$ cat config.mk
export PLATFORM = sky130hd
export DESIGN_NAME = vrc_config_regs
export DESIGN_NICKNAME = d
export VERILOG_FILES = /design/src/common/vrc_pkg.sv /design/src/logic/vrc_phase_decode.sv /design/src/logic/vrc_config_regs.sv
export SDC_FILE = /design/constraint.sdc
export NUM_CORES = 1
export LEC_CHECK = 0
export BUFFER_PORTS_ARGS = -buffer_cell sky130_fd_sc_hd__clkbuf_2
export CAP_MARGIN = 20
export CELL_PAD_IN_SITES_DETAIL_PLACEMENT = 0
export CELL_PAD_IN_SITES_GLOBAL_PLACEMENT = 1
export CORE_MARGIN = 2
export CORE_UTILIZATION = 30
export CTS_CLUSTER_SIZE = 16
export DETAILED_ROUTE_END_ITERATION = 12
export HOLD_SLACK_MARGIN = 0.08
export PLACE_DENSITY = 0.79
export SYNTH_ARGS = -nofsm -noshare
export SYNTH_HDL_FRONTEND = slang
export SYNTH_SLANG_ARGS = --single-unit
$ cat constraint.sdc
create_clock -name clk_sys -period 0.8 [get_ports clk_sys]
set_input_delay 0.24 -clock clk_sys [delete_from_list [all_inputs] [get_ports clk_sys]]
set_output_delay 0.24 -clock clk_sys [all_outputs]
set_load 0.03 [all_outputs]
$ cat src/common/vrc_pkg.sv
// Purpose: constants shared by the regulator configuration register bank
// Assumes: one-byte registers addressed by an eight-bit command code
// Notes: masks list the bits that hold real settings; all others read zero
package vrc_pkg;

  // command codes of the two configuration registers
  localparam logic [7:0] RAIL_CFG_ADDR = 8'h00_D2;
  localparam logic [7:0] PHASE_CFG_ADDR = 8'h00_D3;

  // reset values
  localparam logic [7:0] RAIL_CFG_RST = 8'h00_00;
  localparam logic [7:0] PHASE_CFG_RST = 8'h00_03;

  // writable bit masks
  localparam logic [7:0] RAIL_CFG_MASK = 8'h00_45;
  localparam logic [7:0] PHASE_CFG_MASK = 8'h00_03;

  // rail configuration field positions
  localparam int SRC_DIGITAL_BIT = 0;
  localparam int NB_RAIL_BIT = 2;
  localparam int LATCHOFF_DIS_BIT = 6;

  // phase configuration field positions
  localparam int PS_LEVEL0_BIT = 1;
  localparam int PS_LEVEL1_BIT = 0;

  // number of stages of the pin synchroniser
  localparam int SYNC_STAGES = 3;

  // phase behaviour chosen by the power-state field
  typedef enum logic [1:0] {
    PH_SINGLE_DCM,
    PH_SINGLE_CCM,
    PH_ALL
  } vrc_phase_e;

endpackage : vrc_pkg

$ cat src/logic/vrc_phase_decode.sv
// Purpose: decode the power-state field into a phase behaviour
// Assumes: field bit 1 is level-0 input, bit 0 is level-1 input
// Notes: purely combinational; the caller registers the result
`timescale 1ns/1ps
module vrc_phase_decode (
  // power-state field
  input wire logic powerStateLevel0N,
  input wire logic powerStateLevel1N,
  // decoded behaviour
  output vrc_pkg::vrc_phase_e phaseMode
);

  // level-0 high forces all phases, otherwise level-1 picks the mode
  always_comb begin
    if (powerStateLevel0N) begin
      phaseMode = vrc_pkg::PH_ALL; // RULE_04
    end else if (powerStateLevel1N) begin
      phaseMode = vrc_pkg::PH_SINGLE_CCM; // RULE_04
    end else begin
      phaseMode = vrc_pkg::PH_SINGLE_DCM; // RULE_04
    end
  end

endmodule : vrc_phase_decode

$ cat src/logic/vrc_config_regs.sv
// Purpose: two configuration registers of the regulator controller
// Assumes: the serial transaction layer hands in command code and strobes
// Notes: reads answer one cycle after the strobe, unmapped reads give zero
// What this block does
// (RULE_01) rail bit 0 picks parameter source
// (RULE_02) rail bit 2 picks programmable output rail
// (RULE_03) rail bit 6 suppresses current-limit latch-off
// (RULE_04) phase field 00 DCM, 01 CCM, else all
// (RULE_05) phase resets to 0x03, rail to zero
// (RULE_06) reserved bits read zero, ignore writes
`timescale 1ns/1ps
module vrc_config_regs (
  // clock, reset, enable
  input wire logic clk_sys,
  input wire logic nrst,
  input wire logic clkEn,
  // register port from the transaction layer
  input wire logic [7:0] regAddr,
  input wire logic regWrite,
  input wire logic [7:0] regWdata,
  input wire logic regRead,
  output logic [7:0] regRdata,
  output logic regAck,
  output logic regErr,
  // current limit comparator pin, asynchronous
  input wire logic currentLimit,
  // configuration outputs
  output logic paramSourceDigital,
  output logic nbRailSelected,
  output logic currentLimitLatchoffDisable,
  output logic regulatorLatchedOff,
  output logic powerStateLevel0N,
  output logic powerStateLevel1N,
  output vrc_pkg::vrc_phase_e phaseMode
);

  // whole state of the block
  typedef struct packed {
    logic [7:0] railCfg;
    logic [7:0] phaseCfg;
    logic [7:0] rdata;
    logic ack;
    logic err;
    logic [vrc_pkg::SYNC_STAGES-1:0] limSync;
    logic limLevel;
    logic latchedOff;
    vrc_pkg::vrc_phase_e phase;
  } vrc_state_s;

  vrc_state_s q;
  vrc_state_s next_q;
  vrc_pkg::vrc_phase_e decodedPhase;

  // true when the command code names a configuration register
  function automatic logic vrc_is_mapped(input logic [7:0] addr);
    vrc_is_mapped = (addr == vrc_pkg::RAIL_CFG_ADDR) ||
                    (addr == vrc_pkg::PHASE_CFG_ADDR);
  endfunction : vrc_is_mapped

  // readback of a register, reserved bits masked to zero
  function automatic logic [7:0] vrc_readback(input logic [7:0] addr,
                                              input logic [7:0] rail,
                                              input logic [7:0] phase);
    vrc_readback = 8'h00_00;
    if (addr == vrc_pkg::RAIL_CFG_ADDR) begin
      vrc_readback = rail & vrc_pkg::RAIL_CFG_MASK; // RULE_06
    end else if (addr == vrc_pkg::PHASE_CFG_ADDR) begin
      vrc_readback = phase & vrc_pkg::PHASE_CFG_MASK; // RULE_06
    end
  endfunction : vrc_readback

  // phase behaviour from the stored power-state field
  vrc_phase_decode u_phase_decode (
    .powerStateLevel0N(q.phaseCfg[vrc_pkg::PS_LEVEL0_BIT]),
    .powerStateLevel1N(q.phaseCfg[vrc_pkg::PS_LEVEL1_BIT]),
    .phaseMode(decodedPhase)
  );

  // next state
  always_comb begin
    next_q = q;
    next_q.ack = 1'b0;
    next_q.err = 1'b0;
    // synchroniser shifts; level moves once last two stages agree
    next_q.limSync = {q.limSync[vrc_pkg::SYNC_STAGES-2:0], currentLimit};
    if (q.limSync[vrc_pkg::SYNC_STAGES-1] ==
        q.limSync[vrc_pkg::SYNC_STAGES-2]) begin
      next_q.limLevel = q.limSync[vrc_pkg::SYNC_STAGES-1];
    end
    // register writes keep only the supported bits
    if (regWrite) begin
      next_q.ack = 1'b1;
      next_q.err = !vrc_is_mapped(regAddr);
      if (regAddr == vrc_pkg::RAIL_CFG_ADDR) begin
        next_q.railCfg = regWdata & vrc_pkg::RAIL_CFG_MASK; // RULE_06
      end else if (regAddr == vrc_pkg::PHASE_CFG_ADDR) begin
        next_q.phaseCfg = regWdata & vrc_pkg::PHASE_CFG_MASK; // RULE_06
      end
    end else if (regRead) begin
      next_q.ack = 1'b1;
      next_q.err = !vrc_is_mapped(regAddr);
      next_q.rdata = vrc_readback(regAddr, q.railCfg, q.phaseCfg);
    end
    // current limit latches off unless suppressed; held until reset
    if (q.limLevel && !q.railCfg[vrc_pkg::LATCHOFF_DIS_BIT]) begin
      next_q.latchedOff = 1'b1; // RULE_03
    end
    next_q.phase = decodedPhase; // RULE_04
  end

  // state register, frozen while the enable is low
  always_ff @(posedge clk_sys or negedge nrst) begin
    if (!nrst) begin
      q.railCfg <= vrc_pkg::RAIL_CFG_RST; // RULE_05
      q.phaseCfg <= vrc_pkg::PHASE_CFG_RST; // RULE_05
      q.rdata <= 8'h00_00;
      q.ack <= 1'b0;
      q.err <= 1'b0;
      q.limSync <= '0;
      q.limLevel <= 1'b0;
      q.latchedOff <= 1'b0;
      q.phase <= vrc_pkg::PH_ALL;
    end else if (clkEn) begin
      q <= next_q;
    end
  end

  // outputs straight from the state
  assign regRdata = q.rdata;
  assign regAck = q.ack;
  assign regErr = q.err;
  assign paramSourceDigital = q.railCfg[vrc_pkg::SRC_DIGITAL_BIT]; // RULE_01
  assign nbRailSelected = q.railCfg[vrc_pkg::NB_RAIL_BIT]; // RULE_02
  assign currentLimitLatchoffDisable =
    q.railCfg[vrc_pkg::LATCHOFF_DIS_BIT]; // RULE_03
  assign regulatorLatchedOff = q.latchedOff;
  assign powerStateLevel0N = q.phaseCfg[vrc_pkg::PS_LEVEL0_BIT];
  assign powerStateLevel1N = q.phaseCfg[vrc_pkg::PS_LEVEL1_BIT];
  assign phaseMode = q.phase;

  // helper: low from reset until the first enabled clock edge
  logic seenEdge;
  always_ff @(posedge clk_sys or negedge nrst) begin
    if (!nrst) begin
      seenEdge <= 1'b0;
    end else if (clkEn) begin
      seenEdge <= 1'b1;
    end
  end
endmodule : vrc_config_regs

==> run metrics, run 1 <==
status=complete, but fails checks; failing checks=negative setup slack; clk_skew=0.00674 ns; WL/cell=12.9 um; unrepaired setup endpoints after global routing=true; Max Cap Viol=0; GRT Util Overall=12.2%; CTS tree=done; Die Height=58.1 um; CP peak stage delay=0.57 ns; IO Count=40; Vias/cell=4.58; crit path time final=1.23 ns; Antenna Nets Post-Route=0; number of port buffers=31; core area=2760 um2; Peak VDD IR=0.943 mV; syn_area_per_cell=12.0 um2; fin util=53.0%; endpoints failing setup=28; Worst Setup End Kind=output pin; Starting Density=31.8%; fraction of the cycle the final worst path needs=154%; Layout area overhead=66.6%; crit-path leading delay family=flip-flops; placed wire-length estimate=1460 um; Cells after Synth=73; Setup Crit Path Kind=reg2out; CP cell instances=buf_8; layout cells sized above 1=67.5%; placed cells=137; Nets=146; Worst path slowest cell=dfstp_2; Die X=58.1 um; Multi-input gate area=392 um2; vias=705; TritonCTS Buffers=3; Max Slew Vio Count=0; overall power=2.00 mW; Worst Setup Slack, final=-0.431 ns; register area=455 um2; Root Buffer Master=clkbuf_4; DRC=0; Yosys warnings=0; Overflow after GRT=0; r2r setup slk=-0.34 ns; final non-filler cell total=154; clk slew on worst S/H paths=0.10 ns; pwr/cell area=1370 nW/um2; Distinct cells, synth=25; HP Class=in2reg; Cell Rows=19; post-synthesis register bit count=18; crit path max fanout=2; Num Clock Sinks=18; Mapped Area=877 um2; Bufs on Longest Clock Path=2; vias in the first global route=721; CP Launch Type=flop; routability congestion estimate from global placement=0.736; Die Area=3370 um2; Initial DRC Count=5; Post-Route WL=1990 um; Static Leak=0.702 nW; sequential cell area fraction in the yosys report=51.8%; Worst Path Required=0.56 ns; number of diodes=0; number of fill cells=230; initial antenna violation count=0; final hold violations=0; f_max=812 MHz; Clock Latency Late Sink=0.29 ns; htree depth=1; DR pass1 iterations=4; Worst EP arrival=0.99 ns; first-pass GRT wire length=3150 um; crit path buf inv count=1; pin count of the biggest net entering global routing=19
[per-stage QoR]
step | area [um2] | TNS [ns] | hold WS [ns] | worst slack, ns
after global placement | 1090 | -5.66 | 0.195 | -0.510
after floorplan | 913 | -2.92 | -0.0556 | -0.397
after global routing | 1460 | -7.76 | 0.175 | -0.456
after detailed placement | 1090 | -6.12 | 0.209 | -0.547
after CTS | 1360 | -6.55 | 0.175 | -0.447
final | 1460 | -6.74 | 0.185 | -0.431
[cells by family (layout without fill, tap and decap cells)]
group                  count (synthesis)  count (layout)  share of synthesized area (%)
and+or+nand+nor                       19              19                           15.1
DFF                                   18              18                           51.8
buffers and inverters                 14              61                           10.6
muxes                                 11              11                           15.3
AOI/OAI and AO/OA                     10              10                           6.85
other                                  1               4                          0.428
[path summary, 6_finish.rpt]
check | end | startpoint | cells past startpoint
hold reg to reg | next_q[6]$_DFFE_PN0P_ | next_q[5]$_DFFE_PN0P_ | 1
setup reg to reg | regRdata[0]$_DFFE_PN0P_ | powerStateLevel1N$_DFFE_PN1P_ | 4
min in group asynchronous | nbRailSelected$_DFFE_PN0P_ | nrst | 2
hold / removal | powerStateLevel0N$_DFFE_PN1P_ | regWdata[1] | 2
max in group asynchronous | powerStateLevel1N$_DFFE_PN1P_ | nrst | 2
setup / recovery | powerStateLevel0N | powerStateLevel0N$_DFFE_PN1P_ | 1
[registers in the layout (all words and copies together), names as in the netlist]
name / count
regulatorLatchedOff: 1
regErr: 1
powerStateLevel1N: 1
phaseMode: 2
next_q: 2
q: 2
paramSourceDigital: 1
powerStateLevel0N: 1
regAck: 1
currentLimitLatchoffDisable: 1
nbRailSelected: 1
regRdata: 4
[synthesized netlist by cell type, drive strengths merged]
master | n | area (um2)
a31o | 1 | 8.76
dfrtp | 15 | 375
o31ai | 1 | 7.51
mux2i | 1 | 10.0
o41ai | 1 | 8.76
and2 | 1 | 6.26
buf | 12 | 85.1
mux2 | 10 | 124
a21oi | 4 | 20.0
inv | 2 | 7.51
nor2 | 3 | 11.3
nor4b | 1 | 23.8
nand2 | 5 | 18.8
nand3b | 2 | 15.0
nand3 | 1 | 5.00
nand2b | 1 | 6.26
nand4 | 2 | 12.5
conb | 1 | 3.75
nor3b | 1 | 12.5
o21ai | 3 | 15.0
dfstp | 3 | 78.8
and3 | 1 | 11.3
and4b | 1 | 10.0
[cell usage in the layout, fill, tap and decap left out]
| cell type | synthesis | final |
|---|---|---|
| and2_1 | 1 | 1 |
| dfstp_2 | 3 | 3 |
| buf_2 | 2 | 1 |
| buf_8 | 0 | 15 |
| and4b_2 | 0 | 1 |
| inv_1 | 2 | 1 |
| conb_1 | 1 | 4 |
| clkbuf_4 | 0 | 3 |
| o31ai_1 | 1 | 1 |
| a31o_2 | 1 | 1 |
| mux2_2 | 7 | 3 |
| a21oi_1 | 4 | 2 |
| mux2_4 | 3 | 7 |
| nor3b_4 | 0 | 1 |
| o41ai_2 | 0 | 1 |
| buf_4 | 10 | 16 |
| clkbuf_2 | 0 | 13 |
| inv_4 | 0 | 1 |
| nor4b_4 | 1 | 1 |
| buf_6 | 0 | 8 |
| a21oi_2 | 0 | 2 |
| dfrtp_2 | 0 | 1 |
| dfrtp_1 | 15 | 14 |
| nand3_2 | 0 | 1 |
| nand2b_4 | 0 | 1 |
| nand4_1 | 2 | 2 |
| o21ai_1 | 0 | 3 |
| nand3b_1 | 2 | 2 |
| and3_4 | 1 | 1 |
| nand2_1 | 5 | 5 |
| dlygate4sd3_1 | 0 | 1 |
| nor2_1 | 3 | 3 |
| clkbuf_8 | 0 | 2 |
| mux2i_1 | 1 | 1 |
[repair_timing]
action	CTS	global route
gates resized for setup	38	32
setup buffers	8	5
pin swaps	4	4
endpoints found under the setup margin	26	38
hold buffers	1	0
hold endpoints to repair	15	0
[power breakdown]
part,leakage [nW],total [mW],internal [mW],switching [mW]
registers,0.218,1.02,0.971,0.0527
clock network,0.0210,0.555,0.277,0.277
logic,0.462,0.420,0.231,0.189
[routing by layer]
layer | vias up | GRT usage, % | share of wire, %
met5 | - | 0 | 0
met4 | 0 | 5.98 | 1.2
met3 | 2 | 1.34 | 5.3
met2 | 25 | 19.3 | 48
met1 | 337 | 16.6 | 45
li1 | 341 | - | -
[worst register-to-register path: stages, from the launching register on]
cell and delay (ns):
dfstp_2 0.56, buf_4 0.11, buf_6 0.08, mux2i_1 0.06, o31ai_1 0.25
[final cells by class]
cell class / count / share of cell area [%]
clock buffers: 4 / 2.48
inverters: 2 / 0.685
multi-input cells: 44 / 26.8
flip-flops and latches: 18 / 31.2
well taps: 31 / 2.65
repair buffers: 55 / 36.2
(Power assumes the default switching activity.)
==> run 2: changes to the inputs <==
- BUFFER_PORTS_ARGS: -buffer_cell sky130_fd_sc_hd__clkbuf_2 -> -buffer_cell sky130_fd_sc_hd__buf_2
==> run 2 against run 1 <==
Compared with the run above: the run still ends with negative setup slack left; register-to-register slack better by 0.11 ns; clock skew is 0.0064 ns lower; total power down 0.94%; worst hold slack lost 0.0094 ns; maximum frequency increased by 0.96%; routed wire length is 5.2% higher; highest routed layer unchanged; sequential power about the same; critical path type unchanged; global-route usage increased by 0.82 points; non-clock buffer count grew 2; sequential cell count is the same.
==> run metrics, run 2 (synthesis gave the netlist of run 1 again) <==
Die Height=58.1 um; fraction of the cycle the final worst path needs=152%; Setup Crit Path Kind=reg2out; number of fill cells=255; GRT Util Overall=13.0%; pwr/cell area=1390 nW/um2; Worst Path Required=0.56 ns; Fin Hold WS=0.175 ns; Max Slew Vio Count=0; Root Buffer Master=clkbuf_4; Peak VDD IR=0.958 mV; endpoints failing setup=28; pin count of the biggest net entering global routing=19; layout cells sized above 1=67.2%; IO Count=40; CTS tree=done; Final Instance Area=1420 um2; Die Area=3370 um2; Initial DRC Count=9; first-pass GRT wire length=3370 um; vias in the first global route=782; commonest non-fill, non-tap cells in the layout=buf_6 (22), buf_4 (19), dfrtp_1 (15); Hold Crit Depth=2; DRC=0; R2R Path End=regRdata[1]$_DFFE_PN0P_; crit-path leading delay family=flip-flops; register area=454 um2; core area=2760 um2; Layout area overhead=62.3%; Static Leak=0.718 nW; failing checks=negative setup slack; pre-CTS setup slack=-0.563 ns; Reg-to-Reg Start=powerStateLevel0N$_DFFE_PN1P_; Die X=58.1 um; placed cells=136; placed wire-length estimate=1430 um; TritonCTS Buffers=3; number of diodes=0; crit path time final=1.22 ns; clk_skew=0.000297 ns; Cell Rows=19; initial antenna violation count=0; crit path max fanout=2; Worst EP arrival=0.98 ns; Antenna Nets Post-Route=0; min-delay src=regWdata[2]; htree depth=1; Max Cap Viol=0; max reg flops=4; DR pass1 iterations=4; Bufs on Longest Clock Path=2; Multi-input gate area=399 um2; number of port buffers=31; r2r setup slk=-0.23 ns; vias=724; Post-Route WL=2100 um; Starting Density=31.8%; Hold Crit Endpoint=nbRailSelected$_DFFE_PN0P_; Num Clock Sinks=18; final hold violations=0; WL/cell=13.4 um; final non-filler cell total=156; f_max=820 MHz; Overflow after GRT=0; crit path buf inv count=1; Nets=148; Worst path slowest cell=dfstp_2; clk slew on worst S/H paths=0.10 ns; CP cell instances=buf_6; HP Class=in2reg; Worst Setup End Kind=output pin; DP Area=1080 um2; unrepaired setup endpoints after global routing=true; reg2reg path depth=4; Clock Latency Late Sink=0.29 ns; CP Launch Type=flop; CP peak stage delay=0.56 ns; fin util=51.6%; routability congestion estimate from global placement=0.810; Worst Setup Slack, final=-0.420 ns; most common cell after layout, fill and taps aside=buf_6; Vias/cell=4.64; status=complete, but fails checks
run 2: cell types whose count changed in the layout (fill, tap and decap cells not counted), moves of 3 or more:
cell	before	now
buf_2	1	14
buf_4	16	19
buf_6	8	22
buf_8	15	1
clkbuf_2	13	0
run 2: final cells by class:
type | count | share of cell area (%)
clock buffer | 4 | 2.55
inverter | 2 | 0.703
multi-input combinational | 44 | 28.0
sequential | 18 | 31.9
tap | 31 | 2.72
timing repair buffer | 57 | 34.1
run 2: what timing repair did:
action	CTS	global route
setup buffers	10	8
resized for setup	46	7
setup endpoints to repair	26	30
hold buffers	1	0
hold endpoints to repair	15	0
pin swaps	6	1
run 2: metal layers:
metal,part of all wire (%),up-vias,GRT usage [%]
li1,-,347,-
met1,46,350,17.1
met2,50,25,21.3
met3,2.9,2,1.12
met4,1.1,0,6.98
met5,0,-,0
run 2: worst max-delay path by stage:
stage / slack [ns] / to / depth (start not counted) / startpoint
after CTS: -0.42 / phaseMode[1] / 1 / phaseMode[1]$_DFFE_PN1P_
after floorplan: -0.40 / currentLimitLatchoffDisable$_DFFE_PN0P_ / 4 / regAddr[5]
after detailed placement: -0.56 / currentLimitLatchoffDisable$_DFFE_PN0P_ / 4 / regAddr[0]
final: -0.42 / powerStateLevel1N / 1 / powerStateLevel1N$_DFFE_PN1P_
after global placement: -0.51 / paramSourceDigital$_DFFE_PN0P_ / 4 / regAddr[0]
after global routing: -0.46 / phaseMode[1] / 1 / phaseMode[1]$_DFFE_PN1P_
run 2: where the power goes:
group | internal, mW | switching, mW
clock network | 0.277 | 0.276
logic | 0.214 | 0.194
registers | 0.970 | 0.0475
run 2: through the flow:
step / total power [mW] / setup TNS [ns]
after floorplan: 1.21 / -2.92
after global placement: 1.32 / -5.70
after detailed placement: 1.33 / -6.14
after CTS: 1.97 / -6.43
after global routing: 2.08 / -7.19
final: 1.98 / -6.23
==> run 3: changes to the inputs <==
- BUFFER_PORTS_ARGS: -buffer_cell sky130_fd_sc_hd__buf_2 -> -buffer_cell sky130_fd_sc_hd__buf_4
- CELL_PAD_IN_SITES_DETAIL_PLACEMENT: 0 -> 1
- CELL_PAD_IN_SITES_GLOBAL_PLACEMENT: 1 -> 2
- CORE_UTILIZATION: 30 -> 24
==> run 3 against run 2 <==
Compared with the run above: the flow still finishes with violations (negative setup slack); first-iteration DRC count increased by 22%; clock skew up 0.00096 ns; die area rose by 23%; count of clock-buffer cells in the layout did not move; combinational power is 5% higher; cell count is 7.1% higher; routed wire length rose by 7.0%.
==> run metrics, run 3 (synthesis gave the netlist of run 1 again) <==
status=complete, but fails checks; failing checks=negative setup slack; Die Area=4150 um2; Worst EP arrival=0.97 ns; crit path max fanout=2; Reg-to-Reg Start=powerStateLevel1N$_DFFE_PN1P_; DR pass1 iterations=3; crit-path leading delay family=flip-flops; pre-CTS setup slack=-0.554 ns; Starting Density=25.7%; part of the power in combinational logic=21.4%; CP peak stage delay=0.56 ns; Max Cap Viol=0; pin count of the biggest net entering global routing=19; Setup Crit Path Kind=reg2out; R2R Path End=regRdata[0]$_DFFE_PN0P_; GRT Util Overall=11.3%; IO Count=40; endpoints failing setup=28; htree depth=1; Final Instance Area=1450 um2; vias in the first global route=796; f_max=824 MHz; sequential power share=51.1%; unrepaired setup endpoints after global routing=true; setup_tns=-6.47 ns; Fin Hold WS=0.179 ns; fin util=42.4%; initial antenna violation count=0; reg2reg path depth=4; Worst path slowest cell=dfstp_2; CTS tree=done; Layout area overhead=65.1%; clk slew on worst S/H paths=0.10 ns; CP cell instances=buf_6; HP Class=in2reg; Worst Setup End Kind=output pin; overall power=1.99 mW; Hold Crit Endpoint=nbRailSelected$_DFFE_PN0P_; vias=694; clk_skew=0.00126 ns; Initial DRC Count=11; core area=3420 um2; Peak VDD IR=0.417 mV; Hold Crit Depth=2; Pint=1.48 mW; DP Area=1170 um2; switching part of the total power=25.7%; Worst Setup Slack, final=-0.414 ns; Static Leak=0.686 nW; most common cell after layout, fill and taps aside=buf_4; final non-filler cell total=167; Vias/cell=4.16; DRC=0; Antenna Nets Post-Route=0; fraction of the cycle the final worst path needs=152%; pwr/cell area=1380 nW/um2; Bufs on Longest Clock Path=2; commonest non-fill, non-tap cells in the layout=buf_4 (27), buf_6 (23), dfrtp_1 (15); WL/cell=13.4 um; crit path time final=1.21 ns; Num Clock Sinks=18; NetSw=0.513 mW; min-delay src=regWdata[2]; layout cells sized above 1=66.1%; TritonCTS Buffers=3; first-pass GRT wire length=3570 um; routability congestion estimate from global placement=0.778; Clock Latency Late Sink=0.28 ns; Root Buffer Master=clkbuf_4; CP Launch Type=flop; final hold violations=0; Overflow after GRT=0; Nets=144; Clk pwr share=27.5%; Die Height=64.5 um; Max Slew Vio Count=0; number of port buffers=31; placed wire-length estimate=1570 um; Cell Rows=21; placed cells=150; number of diodes=0; crit path buf inv count=1; Die X=64.5 um; max reg flops=4; r2r setup slk=-0.35 ns; Worst Path Required=0.56 ns; Post-Route WL=2250 um
## run 3: changes by cell type in the layout (fill, tap and decap cells not counted), sizes merged
cell  delta
buf      -4
## run 3: how the worst max path moves through the flow
| stage | start | endpoint | slack, ns | cells past startpoint |
|---|---|---|---|---|
| global placement | regAddr[0] | paramSourceDigital$_DFFE_PN0P_ | -0.52 | 4 |
| finish | phaseMode[1]$_DFFE_PN1P_ | phaseMode[1] | -0.41 | 1 |
| CTS | powerStateLevel1N$_DFFE_PN1P_ | powerStateLevel1N | -0.43 | 1 |
| detailed placement | regAddr[0] | currentLimitLatchoffDisable$_DFFE_PN0P_ | -0.55 | 4 |
| floorplan | regAddr[5] | currentLimitLatchoffDisable$_DFFE_PN0P_ | -0.40 | 4 |
| global route | phaseMode[1]$_DFFE_PN1P_ | phaseMode[1] | -0.46 | 1 |
## run 3: repair_timing
action,CTS,global route
pin swaps,6,3
endpoints found under the hold margin,18,0
cloned,0,0
endpoints found under the setup margin,26,30
buffers inserted,9,6
hold buffers,1,0
gates resized for setup,32,6
## run 3: layer usage
layer	GRT usage (%)	part of all wire, %	up-vias
met5	0	0	-
met1	12.7	40	336
met4	4.52	0.53	0
met2	19.9	55	19
met3	3.30	4.9	2
li1	-	-	337
## run 3: power groups by stage
stage	combinational (mW)	sequential (mW)	clock, mW
CTS	0.417	1.02	0.575
detailed placement	0.341	1.03	0
global route	0.462	1.03	0.616
finish	0.427	1.02	0.548
global placement	0.329	1.03	0
floorplan	0.158	1.05	0
## run 3: final cells by class
cell class	instances	area, um2
tap	46	57.6
inverter	2	10.0
clock buffer	4	36.3
fill	375	1970
multi-input combinational	44	388
sequential	18	454
timing repair buffer	53	502
